### config.mk
export PLATFORM = sky130hd
export DESIGN_NAME = uml_top
export DESIGN_NICKNAME = d
export VERILOG_FILES = /design/src/hdl/uml_pkg.sv /design/src/hdl/uml_top.sv
export VERILOG_INCLUDE_DIRS = /design/src /design/src/hdl
export SDC_FILE = /design/constraint.sdc
export NUM_CORES = 1
export LEC_CHECK = 0
export BUFFER_PORTS_ARGS = -buffer_cell sky130_fd_sc_hd__buf_2
export CORE_MARGIN = 2
export CORE_UTILIZATION = 60
export DETAILED_ROUTE_END_ITERATION = 10
export GPL_TIMING_DRIVEN = 0
export PLACE_DENSITY = 0.86
export SYNTH_ARGS = -nofsm -noshare
export SYNTH_HDL_FRONTEND = slang
export SYNTH_SLANG_ARGS = --single-unit
### constraint.sdc
create_clock -name i_clk -period 10.7 [get_ports i_clk]
set_clock_uncertainty 0.2 [all_clocks]
set_input_delay 1.605 -clock i_clk [delete_from_list [all_inputs] [get_ports i_clk]]
set_output_delay 1.605 -clock i_clk [all_outputs]
set_load 0.01 [all_outputs]
### src/hdl/uml_defs.svh
`ifndef UML_DEFS_SVH
`define UML_DEFS_SVH

// register offsets on the 3-bit port address
`define UML_OFF_HANDSHAKE_CONTROL 3'h4
`define UML_OFF_LINE_CONDITION 3'h5
`define UML_OFF_HANDSHAKE_CONDITION 3'h6
`define UML_OFF_SCRATCH_BYTE 3'h7

// handshake_control fields
`define UML_HC_TERMINAL_READY 0
`define UML_HC_REQUEST_SEND 1
`define UML_HC_AUX_BIT_ONE 2
`define UML_HC_IRQ_GATE_BIT 3
`define UML_HC_LOOPBACK 4
`define UML_HC_WIDTH 5

// line_condition fields
`define UML_LC_DATA_READY 0
`define UML_LC_OVERRUN 1
`define UML_LC_PARITY_FLAG 2
`define UML_LC_FRAMING_FLAG 3
`define UML_LC_BREAK_FLAG 4
`define UML_LC_HOLDING_EMPTY 5
`define UML_LC_TRANSMITTER_IDLE 6
`define UML_LC_FIFO_ERROR 7

// reset values
`define UML_RST_HANDSHAKE_CONTROL 5'h00
`define UML_RST_SCRATCH_BYTE 8'h00
`define UML_RST_BYTE 8'h00

`endif

### src/hdl/uml_pkg.sv
`default_nettype none
package uml_pkg;
  typedef logic [7:0] uml_byte_type;
  typedef logic [2:0] uml_addr_type;
  // error tag kept beside each received character
  typedef struct packed {
    logic brk;
    logic framing;
    logic parity;
  } uml_err_type;
  // four handshake lines, ordered as the delta bits
  typedef struct packed {
    logic carrier;
    logic ring;
    logic set_ready;
    logic clear_send;
  } uml_lines_type;
endpackage : uml_pkg
`default_nettype wire

### src/hdl/uml_top.sv
// Operation
// - control bits 0,1 drive low-active handshake pins
// - aux bit one drives no pin; in loopback it feeds ring status
// - gate bit enables interrupt output driver
// - loopback: serial out mark, tx into rx
// - loopback: control bits feed status, pins high
// - loopback modem events come from control bits
// - control bits 5 to 7 read zero
// - data ready follows receive buffer contents
// - overrun when unread character is overwritten
// - line status read clears bits 1 to 4
// - parity flag on received parity mismatch
// - fifo errors reported at fifo head
// - framing flag on zero stop bit
// - receiver resyncs on framing error start bit
// - break flag, one zero char, half-bit mark
// - bits 1 to 4 raise line interrupt
// - holding empty flag and its interrupt
// - transmitter idle when holding and shifter empty
// - bit 7 flags queued fifo errors
// - delta bits latch line changes, read clears
// - delta bits raise modem status interrupt
// - status bits 4 to 7 show lines
//
// Implementation choice: the plain strobed port.
`include "uml_defs.svh"
`default_nettype none
module uml_top #(
  parameter int ADDR_BITS = 4
) (
  input wire logic i_clk,
  input wire logic i_rst,
  input wire uml_pkg::uml_addr_type i_addr,
  input wire uml_pkg::uml_byte_type i_wr_data,
  input wire logic i_wr,
  input wire logic i_rd,
  output uml_pkg::uml_byte_type o_rd_data,
  input wire logic i_fifo_mode,
  input wire logic i_rx_done,
  input wire logic i_rx_parity_bad,
  input wire logic i_rx_frame_bad,
  input wire logic i_rx_break,
  input wire logic i_rx_full,
  input wire logic i_rx_store,
  input wire logic i_rx_pop,
  input wire logic i_rx_empty,
  input wire logic i_tx_hold_empty,
  input wire logic i_tx_shift_empty,
  input wire logic i_tx_serial,
  input wire logic i_serial_in,
  output logic o_serial_out,
  output logic o_rx_serial,
  output logic o_loopback,
  input wire logic i_clear_send_pin_n,
  input wire logic i_set_ready_pin_n,
  input wire logic i_ring_pin_n,
  input wire logic i_carrier_pin_n,
  output logic o_terminal_ready_pin_n,
  output logic o_request_send_pin_n,
  input wire logic i_line_irq_en,
  input wire logic i_holding_empty_irq_en,
  input wire logic i_modem_irq_en,
  input wire logic i_port_irq,
  output logic o_line_irq_req,
  output logic o_holding_empty_irq_req,
  output logic o_modem_irq_req,
  output logic o_irq,
  output logic o_irq_oe
);
  import uml_pkg::*;

  localparam int DEPTH = 1 << ADDR_BITS;
  // sized copies so the queue compares stay at counter width
  localparam logic [ADDR_BITS:0] FULL_COUNT = (ADDR_BITS + 1)'(DEPTH);
  localparam logic [ADDR_BITS:0] ONE_ENTRY = (ADDR_BITS + 1)'(1);

  logic [`UML_HC_WIDTH-1:0] handshake_control;
  uml_byte_type scratch_byte;
  logic data_ready;
  logic overrun;
  logic parity_flag;
  logic framing_flag;
  logic break_flag;
  logic holding_empty;
  logic transmitter_idle;
  logic fifo_error;
  uml_lines_type line_state;
  uml_lines_type line_prev;
  uml_lines_type line_changed;
  uml_lines_type next_line_state;

  uml_err_type tags [DEPTH];
  logic [ADDR_BITS-1:0] wr_ptr;
  logic [ADDR_BITS-1:0] rd_ptr;
  logic [ADDR_BITS:0] count;
  logic [ADDR_BITS:0] err_count;
  logic [ADDR_BITS:0] next_err_count;

  logic loop;
  logic rd_line;
  logic rd_hs;
  logic push;
  logic pop;
  logic head_event;
  uml_err_type new_tag;
  uml_err_type head_tag;
  uml_err_type err_set;
  uml_byte_type line_value;
  uml_byte_type hs_value;

  assign loop = handshake_control[`UML_HC_LOOPBACK];
  assign rd_line = i_rd && (i_addr == `UML_OFF_LINE_CONDITION);
  assign rd_hs = i_rd && (i_addr == `UML_OFF_HANDSHAKE_CONDITION);
  assign new_tag = '{brk: i_rx_break, framing: i_rx_frame_bad, parity: i_rx_parity_bad};

  // register writes
  always_ff @(posedge i_clk or posedge i_rst) begin
    if (i_rst) begin
      handshake_control <= `UML_RST_HANDSHAKE_CONTROL;
    end else if (i_wr && i_addr == `UML_OFF_HANDSHAKE_CONTROL) begin
      handshake_control <= i_wr_data[`UML_HC_WIDTH-1:0];
    end
  end

  always_ff @(posedge i_clk or posedge i_rst) begin
    if (i_rst) begin
      scratch_byte <= `UML_RST_SCRATCH_BYTE;
    end else if (i_wr && i_addr == `UML_OFF_SCRATCH_BYTE) begin
      scratch_byte <= i_wr_data;
    end
  end

  // pins and loopback routing
  always_ff @(posedge i_clk or posedge i_rst) begin
    if (i_rst) begin
      o_terminal_ready_pin_n <= 1'b1;
      o_request_send_pin_n <= 1'b1;
      o_serial_out <= 1'b1;
      o_rx_serial <= 1'b1;
      o_loopback <= 1'b0;
    end else begin
      o_terminal_ready_pin_n <= loop | ~handshake_control[`UML_HC_TERMINAL_READY];
      o_request_send_pin_n <= loop | ~handshake_control[`UML_HC_REQUEST_SEND];
      o_serial_out <= loop | i_tx_serial;
      o_rx_serial <= loop ? i_tx_serial : i_serial_in;
      o_loopback <= loop;
    end
  end

  // interrupt output driver; gate low floats the line
  always_ff @(posedge i_clk or posedge i_rst) begin
    if (i_rst) begin
      o_irq <= 1'b0;
      o_irq_oe <= 1'b0;
    end else begin
      o_irq <= i_port_irq & handshake_control[`UML_HC_IRQ_GATE_BIT];
      o_irq_oe <= handshake_control[`UML_HC_IRQ_GATE_BIT];
    end
  end

  // error tags queued beside receive fifo entries
  assign push = i_fifo_mode && i_rx_store && (count != FULL_COUNT);
  assign pop = i_fifo_mode && i_rx_pop && (count != '0);

  generate
    for (genvar gi = 0; gi < DEPTH; gi++) begin : g_tag
      always_ff @(posedge i_clk or posedge i_rst) begin
        if (i_rst) begin
          tags[gi] <= '0;
        end else if (push && wr_ptr == ADDR_BITS'(gi)) begin
          tags[gi] <= new_tag;
        end
      end
    end
  endgenerate

  always_ff @(posedge i_clk or posedge i_rst) begin
    if (i_rst) begin
      wr_ptr <= '0;
      rd_ptr <= '0;
      count <= '0;
    end else if (!i_fifo_mode) begin
      wr_ptr <= '0;
      rd_ptr <= '0;
      count <= '0;
    end else begin
      if (push) begin
        wr_ptr <= wr_ptr + 1'b1;
      end
      if (pop) begin
        rd_ptr <= rd_ptr + 1'b1;
      end
      count <= count + {{ADDR_BITS{1'b0}}, push} - {{ADDR_BITS{1'b0}}, pop};
    end
  end

  // next head entry; a push into a one-deep queue while popping lands at head
  always_comb begin
    head_event = 1'b0;
    head_tag = '0;
    if (push && count == '0) begin
      head_event = 1'b1;
      head_tag = new_tag;
    end else if (pop && count > ONE_ENTRY) begin
      head_event = 1'b1;
      head_tag = tags[rd_ptr + 1'b1];
    end else if (pop && push) begin
      head_event = 1'b1;
      head_tag = new_tag;
    end
  end

  always_comb begin
    next_err_count = err_count;
    if (push && (|new_tag)) begin
      next_err_count = next_err_count + 1'b1;
    end
    if (pop && (|tags[rd_ptr])) begin
      next_err_count = next_err_count - 1'b1;
    end
  end

  always_ff @(posedge i_clk or posedge i_rst) begin
    if (i_rst) begin
      err_count <= '0;
    end else begin
      err_count <= i_fifo_mode ? next_err_count : '0;
    end
  end

  // error flags: fifo mode shows the head entry, otherwise the last character
  always_comb begin
    err_set = '0;
    if (i_fifo_mode) begin
      if (head_event) begin
        err_set = head_tag;
      end
    end else if (i_rx_done) begin
      err_set = new_tag;
    end
  end

  // sticky error flags; set beats the read clear
  logic [3:0] sticky_set;
  wire logic [3:0] sticky_bits;

  assign sticky_set = {err_set.brk, err_set.framing, err_set.parity,
    i_rx_done && i_rx_full};

  generate
    for (genvar fi = 0; fi < 4; fi++) begin : g_sticky
      logic held;
      always_ff @(posedge i_clk or posedge i_rst) begin
        if (i_rst) begin
          held <= 1'b0;
        end else begin
          held <= sticky_set[fi] || (held && !rd_line);
        end
      end
      assign sticky_bits[fi] = held;
    end
  endgenerate

  // receiver resync and break timing live in the shifter
  assign overrun = sticky_bits[0];
  assign parity_flag = sticky_bits[1];
  assign framing_flag = sticky_bits[2];
  assign break_flag = sticky_bits[3];

  always_ff @(posedge i_clk or posedge i_rst) begin
    if (i_rst) begin
      fifo_error <= 1'b0;
    end else if (!i_fifo_mode) begin
      fifo_error <= 1'b0;
    end else if ((push && (|new_tag)) || !rd_line) begin
      fifo_error <= fifo_error || (next_err_count != '0);
    end else begin
      fifo_error <= next_err_count != '0;
    end
  end

  always_ff @(posedge i_clk or posedge i_rst) begin
    if (i_rst) begin
      data_ready <= 1'b0;
      holding_empty <= 1'b1;
      transmitter_idle <= 1'b1;
    end else begin
      data_ready <= !i_rx_empty;
      holding_empty <= i_tx_hold_empty;
      transmitter_idle <= i_tx_hold_empty && i_tx_shift_empty;
    end
  end

  // handshake line state; loopback takes the control bits instead of pins
  always_comb begin
    if (loop) begin
      next_line_state.clear_send = handshake_control[`UML_HC_REQUEST_SEND];
      next_line_state.set_ready = handshake_control[`UML_HC_TERMINAL_READY];
      next_line_state.ring = handshake_control[`UML_HC_AUX_BIT_ONE];
      next_line_state.carrier = handshake_control[`UML_HC_IRQ_GATE_BIT];
    end else begin
      next_line_state.clear_send = ~i_clear_send_pin_n;
      next_line_state.set_ready = ~i_set_ready_pin_n;
      next_line_state.ring = ~i_ring_pin_n;
      next_line_state.carrier = ~i_carrier_pin_n;
    end
  end

  always_ff @(posedge i_clk or posedge i_rst) begin
    if (i_rst) begin
      line_state <= '0;
      line_prev <= '0;
    end else begin
      line_state <= next_line_state;
      line_prev <= line_state;
    end
  end

  // bit 2 is ring; it counts only when the active ring ends
  wire logic [3:0] delta_bits;

  generate
    for (genvar li = 0; li < 4; li++) begin : g_delta
      logic seen;
      logic hit;
      if (li == 2) begin : g_ring
        assign hit = line_prev[li] && !line_state[li];
      end else begin : g_level
        assign hit = line_state[li] ^ line_prev[li];
      end
      always_ff @(posedge i_clk or posedge i_rst) begin
        if (i_rst) begin
          seen <= 1'b0;
        end else begin
          seen <= hit || (seen && !rd_hs);
        end
      end
      assign delta_bits[li] = seen;
    end
  endgenerate

  assign line_changed = delta_bits;

  // interrupt requests toward the identification logic
  always_ff @(posedge i_clk or posedge i_rst) begin
    if (i_rst) begin
      o_line_irq_req <= 1'b0;
      o_holding_empty_irq_req <= 1'b0;
      o_modem_irq_req <= 1'b0;
    end else begin
      o_line_irq_req <= i_line_irq_en &&
        (overrun || parity_flag || framing_flag || break_flag);
      o_holding_empty_irq_req <= i_holding_empty_irq_en && holding_empty;
      o_modem_irq_req <= i_modem_irq_en && (|line_changed);
    end
  end

  // read path
  assign line_value = {fifo_error, transmitter_idle, holding_empty, break_flag,
    framing_flag, parity_flag, overrun, data_ready};
  assign hs_value = {line_state.carrier, line_state.ring, line_state.set_ready,
    line_state.clear_send, line_changed.carrier, line_changed.ring,
    line_changed.set_ready, line_changed.clear_send};

  always_ff @(posedge i_clk or posedge i_rst) begin
    if (i_rst) begin
      o_rd_data <= `UML_RST_BYTE;
    end else if (i_rd) begin
      case (i_addr)
        `UML_OFF_HANDSHAKE_CONTROL: o_rd_data <= {3'h0, handshake_control};
        `UML_OFF_LINE_CONDITION: o_rd_data <= line_value;
        `UML_OFF_HANDSHAKE_CONDITION: o_rd_data <= hs_value;
        `UML_OFF_SCRATCH_BYTE: o_rd_data <= scratch_byte;
        default: o_rd_data <= `UML_RST_BYTE;
      endcase
    end else begin
      o_rd_data <= `UML_RST_BYTE;
    end
  end

endmodule : uml_top
`default_nettype wire

==> key figures, run 1 <==
Floorplan
  • Initial Util: between 60% and 70%
  • Core area: about 0.0093 mm^2
  • Chip width: 102.5 um
  • I/O pin count: between 50 and 60
  • Chip Height: 102.5 um
  • Rows: 35
  • DIE AREA: 0.01051 mm^2

Finish
  • Layout cells sized above 1: 31.66%
  • Fin cells: between 600 and 700
  • Final Util: 73.31%
  • Post-route cell area: a little under 0.007 mm^2
  • Area grow syn2layout: 17.45%
  • # diodes: 0
  • Final nets: roughly 600

Timing
  • Period minus WS final: ~3.9 ns
  • Fmax: between 0.2 and 0.3 GHz
  • Final max-slew violation count: 0
  • Final setup TNS: 0 ns
  • Rel. slew slack: a little under a third
  • Hold Violations, Final: 0
  • Final WS setup: between 6 and 7 ns
  • Worst-margin pin slew: approximately 1.0 ns
  • Crit share post-route: 36.45%
  • Count of final setup violators: 0
  • RSZ-0062 raised after global routing: false

Logic synthesis
  • Synthesis Warnings: 0
  • #FFs+latches synth: approximately 120
  • Count of cell types in the netlist: 65
  • Syn nets: roughly 530
  • Async SR Flop Fraction: 100.0%
  • Seq/Total Area, Yosys: about half
  • Post-Syn Instances: between 400 and 500
  • Syn Area/Cell: roughly 12 um^2
  • Synth Cell Area: 0.005822 mm^2
  • Post-synth EDFFs: 0
  • Ys flop type: dfrtp_1

Global routing
  • Global route overflow: 0
  • First-pass GRT wire length: around 21000 um
  • Gr usage total: 27.73%
  • Largest net degree at the start of global routing: 75
  • Initial antenna violation count: 0
  • Vias in the first global route: 4347

Power and ir drop
  • Pwr Density: about 230 mW/mm^2
  • Max IR drop VDD: approximately 0.13 mV
  • Leak pwr: 3.226 nW

Critical path
  • CP startpoint kind: input port
  • Arrival time worst endpoint: a little over 4 ns
  • Crit path buffers/inverters: 4
  • CP Class: input port to flip-flop
  • CP peak stage delay: approximately 0.44 ns
  • Slowest-stage cell, CP: buf_1
  • Critical path, cell by cell: buf_2, nand2_1, a21oi_1, buf_1, inv_1, ha_1, inv_1, ha_1, fa_1, a21oi_1, nor2_1, or3_1, a21boi_0
  • Crit Path Max Fanout: 10
  • Required time worst endpoint: 10.94 ns
  • Setup crit end kind: flip-flop
  • Cell family contributing the most delay on the critical path: adder cells

Route
  • Wire per inst: 19.25 um
  • ANT nets after route: 0
  • Vias per inst: a little over 6
  • Initial DRT Pass Iterations: 5
  • Initial drt markers: ~280
  • DR DRC count: 0
  • Detailed-route via count: approximately 4200
  • Final WL: around 13000 um

Clock network
  • Hold buffer count at CTS: 0
  • Root buffer cell: clkbuf_8
  • CTS tree: done
  • Clk_lat worst skew: 0.53 ns
  • Number of H-tree levels: 4
  • Post-CTS setup buffer count: 0
  • Clock Sinks: between 100 and 150
  • TritonCTS Buffers: 17
  • Clock tree buffer depth: 2
  • CTS resizes: 0
  • Worst-path clk slew: 0.06 ns

Worst hold path
  • Hold crit path type: flip-flop to flip-flop

Place
  • Placed cells: 656
  • Placed Area: about 0.0063 mm^2
  • Routability cong.: roughly 0.92
  • Pre-CTS setup slack: 6.311 ns
  • DP HPWL: roughly 9000 um
  • IO buf count: a little over 50

Job
  • Max Cap Viol: 0

Outcome
  • Status: finished, final reports clean
[path summary, 6_finish.rpt]
check                                           from          to  slack (ns)  depth (start not counted)
worst max-delay path                     i_fifo_mode    count[4]        6.80                         13
worst min-delay path            handshake_control[4]  o_loopback        0.18                          0
worst max register to register              count[2]    count[4]        7.22                         14
worst min register to register  handshake_control[4]  o_loopback        0.18                          0
max in group asynchronous                      i_rst    count[0]        8.63                          3
min in group asynchronous                      i_rst    o_irq_oe        0.93                          2
[flip-flops by register name (all words and copies together), names as in the netlist, 2 cells and up]
signal / count
wr_ptr: 4
g_delta.seen: 4
o_rd_data: 8
tags: 48
err_count: 5
g_sticky.held: 2
hs_value: 4
line_prev: 4
count: 5
handshake_control: 5
rd_ptr: 4
scratch_byte: 8
[power by group]
| part | leakage, nW | internal (mW) | switching (mW) | total (mW) |
|---|---|---|---|---|
| sequential | 1.49 | 0.520 | 0.0624 | 0.582 |
| clock | 0.275 | 0.349 | 0.193 | 0.542 |
| combinational | 1.46 | 0.214 | 0.232 | 0.446 |
[cells in the final DEF, fill, tap and decap left out, types with 11 or more instances in the layout]
cell type,n
ha_1,16
clkbuf_1,16
nand3_1,11
dfrtp_1,111
inv_1,17
mux4_2,12
clkbuf_16,16
and2_1,13
mux2i_1,19
buf_2,55
mux2_2,61
xnor2_1,12
nand2_1,39
nor2_1,16
[per-layer routing]
layer / vias up / GRT usage (%) / routed length (um)
li1: 1876 / - / -
met1: 2096 / 31.65 / 5138
met2: 151 / 47.36 / 6872
met3: 40 / 6.847 / 784
met4: 0 / 16.41 / 445
met5: - / 0 / 0
[worst register-to-register path, cell delays in order (launching register included)]
cell and delay [ns]:
dfrtp_1 0.35, inv_1 0.08, ha_1 0.22, nor3b_2 0.20, a21oi_1 0.20, buf_1 0.44
inv_1 0.10, ha_1 0.30, inv_1 0.04, ha_1 0.19, fa_1 0.41, a21oi_1 0.14
nor2_1 0.06, or3_1 0.29, a21boi_0 0.18
[synth_stat cells (5+ instances only)]
cell / n / area, um^2
mux2_2: 61 / 686.9
nand4_1: 7 / 43.79
dfstp_2: 6 / 157.7
a21oi_1: 9 / 45.04
nor2_1: 16 / 60.06
o21ai_0: 10 / 50.05
clkbuf_1: 12 / 45.04
mux2i_1: 19 / 190.2
dfrtp_1: 111 / 2778
and2_1: 13 / 81.33
a22oi_1: 6 / 45.04
ha_1: 16 / 200.2
nor4_1: 6 / 37.54
xnor2_1: 12 / 105.1
nand3_1: 11 / 55.05
nor2b_1: 9 / 56.30
nand2_1: 39 / 146.4
inv_1: 18 / 67.56
nor4b_1: 7 / 61.31
and3_1: 5 / 31.28
mux4_2: 12 / 270.3
[logic make-up (layout without fill, tap and decap cells)]
| group | after synthesis | in the layout | share of synthesized area [%] |
|---|---|---|---|
| flip-flops | 117 | 117 | 50.42 |
| buffers and inverters | 39 | 123 | 2.923 |
| AND/OR/NAND/NOR | 134 | 134 | 12.44 |
| multiplexers | 93 | 93 | 20.16 |
| AO/OA/AOI/OAI | 57 | 57 | 7.114 |
| XOR/XNOR | 18 | 18 | 3.159 |
| adder cells (fa/ha/maj) | 17 | 17 | 3.782 |
[through the flow]
| stage | hold slack [ns] | power (mW) |
|---|---|---|
| 2_1_floorplan | 0.1519 | 0.9091 |
| 3_3_place_gp | 0.1563 | 0.9964 |
| 3_5_place_dp | 0.1640 | 1.023 |
| 4_1_cts | 0.1783 | 1.575 |
| 6_report | 0.1788 | 1.570 |
| 5_1_grt | 0.1900 | 1.652 |
[final cells by class]
type	instances	area (um^2)
clock buffer	24	470.5
multi-input combinational	319	2716
fill	633	2490
timing repair buffer	52	282.8
buffer	21	102.6
clock inverter	8	98.84
inverter	18	70.07
sequential	117	2935
tap	129	161.4
Note: power is estimated with default switching activity, not from simulation.
==> inputs of run 2 (changes only) <==
CORE_UTILIZATION = 59   (was 60)
PLACE_DENSITY = 0.85   (was 0.86)
clock period = 4 ns   (was 10.7 ns; I/O delays follow)
==> key figures, run 2 (synthesis results as in run 1) <==
Worst hold path
  • Hold Startpoint: i_rx_empty
  • WHS Endpoint: data_ready
  • WHS Path Cells: 2 (+2)
  • Hold crit path type: input port to flip-flop

Power and ir drop
  • Switching portion of total power: 29.74% (-1.3 points)
  • Clk network pwr share: 38.3% (+3.8 points)
  • Sequential share of power: 34.6% (-2.5 points)
  • Net Sw Power: 1.338 mW (+170%)
  • Power Internal: 3.161 mW (+190%)
  • Leak pwr: 3.269 nW (+1.3%)
  • Comb pwr share: 27.0% (-1.4 points)
  • Final total power: 4.499 mW (+190%)
  • Max IR drop VDD: 0.4422 mV (+240%)
  • Pwr Density: 646.5 mW/mm^2 (+180%)

Critical path
  • CP startpoint kind: flip-flop
  • R2R setup slack: 0.52 ns (-6.70 ns)
  • CP Class: flip-flop to flip-flop
  • Required time worst endpoint: 4.23 ns (-6.71 ns)
  • Setup crit end kind: flip-flop
  • Worst r2r path cells: 14 (unchanged)
  • Arrival time worst endpoint: 3.71 ns (-0.43 ns)
  • R2R Path End: count[4]
  • Crit Path Max Fanout: 10 (unchanged)
  • Launch point of the worst reg-to-reg path: count[2]

Timing
  • Count of final setup violators: 0 (unchanged)
  • RSZ-0062 raised after global routing: false
  • Final WS setup: 0.5167 ns (-6.283 ns)
  • Rel. slew slack: 31.98% (+1.6 points)
  • Hold Violations, Final: 0 (unchanged)
  • Period minus WS final: 3.483 ns
  • Crit share post-route: 87.08%
  • Worst-margin pin slew: 1.018 ns (-0.02374 ns)
  • Final max-slew violation count: 0 (unchanged)
  • Fmax: 0.2871 GHz
  • Worst hold slack: 0.01884 ns (-0.1600 ns)

Finish
  • Max reg flops: 48 (unchanged)
  • Layout cells sized above 1: 31.96% (+0.30 points)
  • Final nets: 600 (+0.17%)
  • # diodes: 0 (unchanged)
  • Area grow syn2layout: 19.54%
  • Final Util: 71.86% (-1.4 points)
  • Fin cells: 693 (+0.73%)
  • Largest regs: tags x48, o_rd_data x8, scratch_byte x8
  • Largest reg by FF count: tags
  • Most frequent cells in the layout: dfrtp_1, mux2_2, buf_2
  • Commonest non-fill, non-tap cell in the layout: dfrtp_1

Clock network
  • Root buffer cell: clkbuf_8
  • Worst-path clk slew: 0.06 ns (about the same)
  • Clock tree buffer depth: 2 (unchanged)
  • CTS resizes: 0 (unchanged)
  • TritonCTS Buffers: 17 (unchanged)
  • Clock Sinks: 117 (unchanged)
  • Number of H-tree levels: 4 (unchanged)
  • Clk_lat worst skew: 0.52 ns (about the same)
  • CTS tree: done
  • Post-CTS setup buffer count: 0 (unchanged)

Global routing
  • Vias in the first global route: 4335 (-0.28%)
  • First-pass GRT wire length: 21370 um (-0.16%)
  • Gr usage total: 27.09% (-0.64 points)
  • Global route overflow: 0 (unchanged)
  • Largest net degree at the start of global routing: 72 (-4.0%)
  • Initial antenna violation count: 0 (unchanged)

Outcome
  • Status: finished, final reports clean

Route
  • Vias per inst: 6.127 (+1.3%)
  • Wire per inst: 19.54 um (+1.5%)
  • ANT nets after route: 0 (unchanged)
  • Detailed-route via count: 4246 (+2.0%)
  • Final WL: 13540 um (+2.3%)
  • Initial DRT Pass Iterations: 5 (unchanged)
  • Initial drt markers: 282 (+2.2%)
  • DR DRC count: 0 (unchanged)

Floorplan
  • Initial Util: 60.12% (-2.3 points)
  • Chip Height: 103.3 um (+0.81%)
  • I/O pin count: 54 (unchanged)
  • Rows: 36 (+2.9%)
  • DIE AREA: 0.01068 mm^2 (+1.6%)
  • Core area: 0.009684 mm^2 (+3.8%)
  • Chip width: 103.3 um (+0.81%)

Place
  • DP HPWL: 9074 um (+0.94%)
  • IO buf count: 51 (unchanged)
  • Placed cells: 660 (+0.61%)
  • Pre-CTS setup slack: 0.5559 ns (-5.755 ns)
  • Routability cong.: 0.9059 (-1.3%)

Job
  • Max Cap Viol: 0 (unchanged)
run 2: cell types whose count changed in the layout (fill, tap and decap cells not counted):
cell	change
clkbuf_1	-2
bufinv_16	+5
clkinv_2	-2
dlygate4sd3_1	+1
clkbuf_8	-3
clkinvlp_4	+2
run 2: how the worst max path moves through the flow:
stage	start	endpoint	slack [ns]	cells past startpoint
floorplan	i_rst	break_flag	0.11	1
finish	count[2]	count[4]	0.52	14
global placement	i_rst	err_count[2]	-0.93	2
global route	count[2]	count[4]	0.34	14
detailed placement	count[2]	count[4]	0.56	14
CTS	count[2]	count[4]	0.54	14
run 2: power groups by stage:
stage | logic (mW) | clock network [mW] | registers, mW
after floorplan | 0.906 | 0 | 1.53
after global placement | 1.13 | 0 | 1.55
after detailed placement | 1.18 | 0 | 1.57
after CTS | 1.20 | 1.75 | 1.55
after global routing | 1.33 | 1.81 | 1.58
final | 1.22 | 1.72 | 1.56
run 2: worst max-delay path: stages (launching register included):
cell      delay [ns]
dfrtp_1         0.35
inv_1           0.08
ha_1            0.21
nor3b_2         0.20
a21oi_1         0.18
buf_1           0.46
inv_1           0.09
ha_1            0.29
inv_1           0.04
ha_1            0.20
fa_1            0.42
a21oi_1         0.15
nor2_1          0.06
or3_1           0.30
a21boi_0        0.17
run 2: metrics by stage:
stage / area, um^2 / setup TNS [ns]
5_1_grt: 6959 / 0
3_3_place_gp: 6243 / -102.46
3_5_place_dp: 6274 / 0
2_1_floorplan: 5822 / 0
6_report: 6959 / 0
4_1_cts: 6959 / 0
run 2: cell type report:
| type | count | area (um^2) |
|---|---|---|
| buffer | 21 | 102.6 |
| fill | 644 | 2725 |
| inverter | 18 | 70.07 |
| tap | 133 | 166.4 |
| sequential | 117 | 2935 |
| clock inverter | 13 | 254.0 |
| timing repair buffer | 53 | 292.8 |
| multi-input combinational | 319 | 2716 |
| clock buffer | 19 | 421.7 |
run 2: what timing repair did:
action                                 4_1_cts  5_1_grt
endpoints found under the hold margin        1        0
hold buffers                                 1        0
setup endpoints to repair                    0        0
run 2: per-layer routing:
layer | global-route usage (%) | vias to the layer above | share of wire, %
met1 | 31.85 | 2116 | 40
met4 | 14.68 | 0 | 2.2
met3 | 6.183 | 41 | 6.5
li1 | - | 1869 | -
met5 | 0 | - | 0
met2 | 46.25 | 220 | 52
==> inputs of run 3 (changes only) <==
CELL_PAD_IN_SITES_DETAIL_PLACEMENT = 1   (was unset)
CELL_PAD_IN_SITES_GLOBAL_PLACEMENT = 1   (was unset)
CORE_UTILIZATION = 48   (was 59)
TNS_END_PERCENT = 100   (was unset)
==> key figures, run 3 (synthesis results as in run 1) <==
Outcome
  • Status: finished, final reports clean

Global routing
  • Vias in the first global route: 4573 (+5.5%)
  • Global route overflow: 0 (unchanged)
  • First-pass GRT wire length: 25570 um (+20%)
  • Largest net degree at the start of global routing: 65 (-9.7%)
  • Initial antenna violation count: 0 (unchanged)
  • Gr usage total: 26.07% (-1.0 points)

Place
  • IO buf count: 51 (unchanged)
  • Placed cells: 674 (+2.1%)
  • DP HPWL: 10430 um (+15%)
  • Routability cong.: 0.8656 (-4.4%)

Finish
  • Largest reg by FF count: tags
  • # diodes: 0 (unchanged)
  • Area grow syn2layout: 18.72%
  • Commonest non-fill, non-tap cell in the layout: dfrtp_1
  • Fin cells: 706 (+1.9%)
  • Most frequent cells in the layout: dfrtp_1, mux2_2, buf_2
  • Max reg flops: 48 (unchanged)
  • Largest regs: tags x48, o_rd_data x8, scratch_byte x8
  • Filler Cell Count: 1230 (+91%)
  • Final nets: 599 (-0.17%)
  • Layout cells sized above 1: 32.20% (+0.24 points)

Timing
  • Rel. slew slack: 29.74% (-2.2 points)
  • RSZ-0062 raised after global routing: false
  • Final max-slew violation count: 0 (unchanged)
  • Worst hold slack: 0.08709 ns (+0.06825 ns)
  • Period minus WS final: 3.538 ns (+0.05446 ns)
  • Worst-margin pin slew: 1.052 ns (+0.03352 ns)
  • Crit share post-route: 88.44% (+1.4 points)
  • Hold Violations, Final: 0 (unchanged)
  • Fmax: 0.2827 GHz (-1.5%)
  • Count of final setup violators: 0 (unchanged)

Power and ir drop
  • Pwr Density: 638.4 mW/mm^2 (-1.3%)
  • Max IR drop VDD: 0.3046 mV (-31%)
  • Leak pwr: 3.238 nW (-0.95%)
  • Final total power: 4.412 mW (-1.9%)

Critical path
  • Slowest-stage cell, CP: fa_1
  • Setup crit end kind: flip-flop
  • Cell family contributing the most delay on the critical path: adder cells
  • Required time worst endpoint: 4.14 ns (-0.09 ns)
  • Crit path buffers/inverters: 4 (unchanged)
  • CP startpoint kind: flip-flop
  • Critical path, cell by cell: inv_1, ha_1, nor3b_2, a21oi_1, buf_1, inv_1, ha_1, inv_1, ha_1, fa_1, a21oi_1, nor2_1, or3_1, a21boi_0
  • Arrival time worst endpoint: 3.68 ns (-0.03 ns)
  • CP peak stage delay: 0.43 ns (-0.03 ns)
  • Crit Path Max Fanout: 10 (unchanged)
  • CP Class: flip-flop to flip-flop

Clock network
  • Clock Sinks: 117 (unchanged)
  • CTS tree: done
  • Root buffer cell: clkbuf_16
  • TritonCTS Buffers: 17 (unchanged)
  • Clk_lat worst skew: 0.43 ns (-0.09 ns)
  • CTS resizes: 0 (unchanged)
  • Worst-path clk slew: 0.06 ns (about the same)
  • Number of H-tree levels: 4 (unchanged)
  • Clock tree buffer depth: 2 (unchanged)
  • Hold buffer count at CTS: 0 (-1)
  • Post-CTS setup buffer count: 0 (unchanged)

Floorplan
  • DIE AREA: 0.01303 mm^2 (+22%)
  • I/O pin count: 54 (unchanged)
  • Chip Height: 114.1 um (+10%)
  • Core area: 0.01191 mm^2 (+23%)
  • Chip width: 114.1 um (+10%)
  • Rows: 40 (+11%)
  • Initial Util: 48.88% (-11 points)

Route
  • Vias per inst: 5.987 (-2.3%)
  • Detailed-route via count: 4227 (-0.45%)
  • Initial DRT Pass Iterations: 4 (-1)
  • Wire per inst: 22.18 um (+13%)
  • Initial drt markers: 269 (-4.6%)
  • Final WL: 15660 um (+16%)
  • DR DRC count: 0 (unchanged)
  • ANT nets after route: 0 (unchanged)

Job
  • Max Cap Viol: 0 (unchanged)

Worst hold path
  • Hold crit path type: input port to asynchronous set/reset pin
[run 3: changes by cell type in the layout (fill, tap and decap cells not counted)]
cell | previous run | this run
bufinv_16 | 7 | 3
dlygate4sd3_1 | 1 | 0
clkbuf_16 | 16 | 17
clkinvlp_4 | 4 | 5
clkbuf_1 | 14 | 13
clkinv_4 | 1 | 2
clkbuf_8 | 1 | 3
[run 3: per-layer routing]
layer  up-vias  GRT usage [%]  part of all wire, %
met4         0          10.08                  2.6
met3        40          6.829                  4.1
li1       1867              -                    -
met1      2195          31.45                   41
met2       125          44.84                   52
met5         -              0                    0
[run 3: path summary, 6_finish.rpt]
path	start	depth (start not counted)	to	slack, ns
worst max-delay path	count[2]	14	count[4]	0.46
worst min-delay path	i_rst	2	count[2]	0.09
worst max register to register	count[2]	14	count[4]	0.46
worst min register to register	handshake_control[4]	0	o_loopback	0.18
max in group asynchronous	i_rst	3	o_request_send_pin_n	2.72
min in group i_clk	i_tx_hold_empty	1	holding_empty	0.09
[run 3: worst reg2reg max path, cell delays in order (launching register included)]
cell and delay, ns:
dfrtp_1 0.36, inv_1 0.08, ha_1 0.23, nor3b_2 0.20, a21oi_1 0.21, buf_1 0.42
inv_1 0.09, ha_1 0.29, inv_1 0.04, ha_1 0.20, fa_1 0.43, a21oi_1 0.15
nor2_1 0.06, or3_1 0.30, a21boi_0 0.18
[run 3: area by class of cell]
cell class	instances	area (um^2)	area share (%)
Clock buffer	21	470.5	6.807
Timing Repair Buffer	52	282.8	4.091
Multi-Input combinational cell	319	2716	39.30
Tap cell	147	183.9	2.661
Sequential cell	117	2935	42.47
Buffer	21	102.6	1.484
Clock inverter	11	150.1	2.172
Inverter	18	70.07	1.014
[run 3: through the flow]
| stage | instance area [um^2] | setup TNS (ns) | worst slack [ns] | util (%) |
|---|---|---|---|---|
| final | 6912 | 0 | 0.4622 | 58.03 |
| after global routing | 6912 | 0 | 0.1393 | 58.03 |
| after CTS | 6912 | 0 | 0.4425 | 58.03 |
| after detailed placement | 6291 | 0 | 0.4959 | 52.82 |
| after global placement | 6261 | -116.78 | -1.060 | 52.56 |
| after floorplan | 5822 | 0 | 0.1092 | - |
[run 3: power breakdown]
group,switching [mW],internal [mW]
Combinational,0.677,0.573
Sequential,0.184,1.39
Clock,0.560,1.03
Total,1.42,2.99
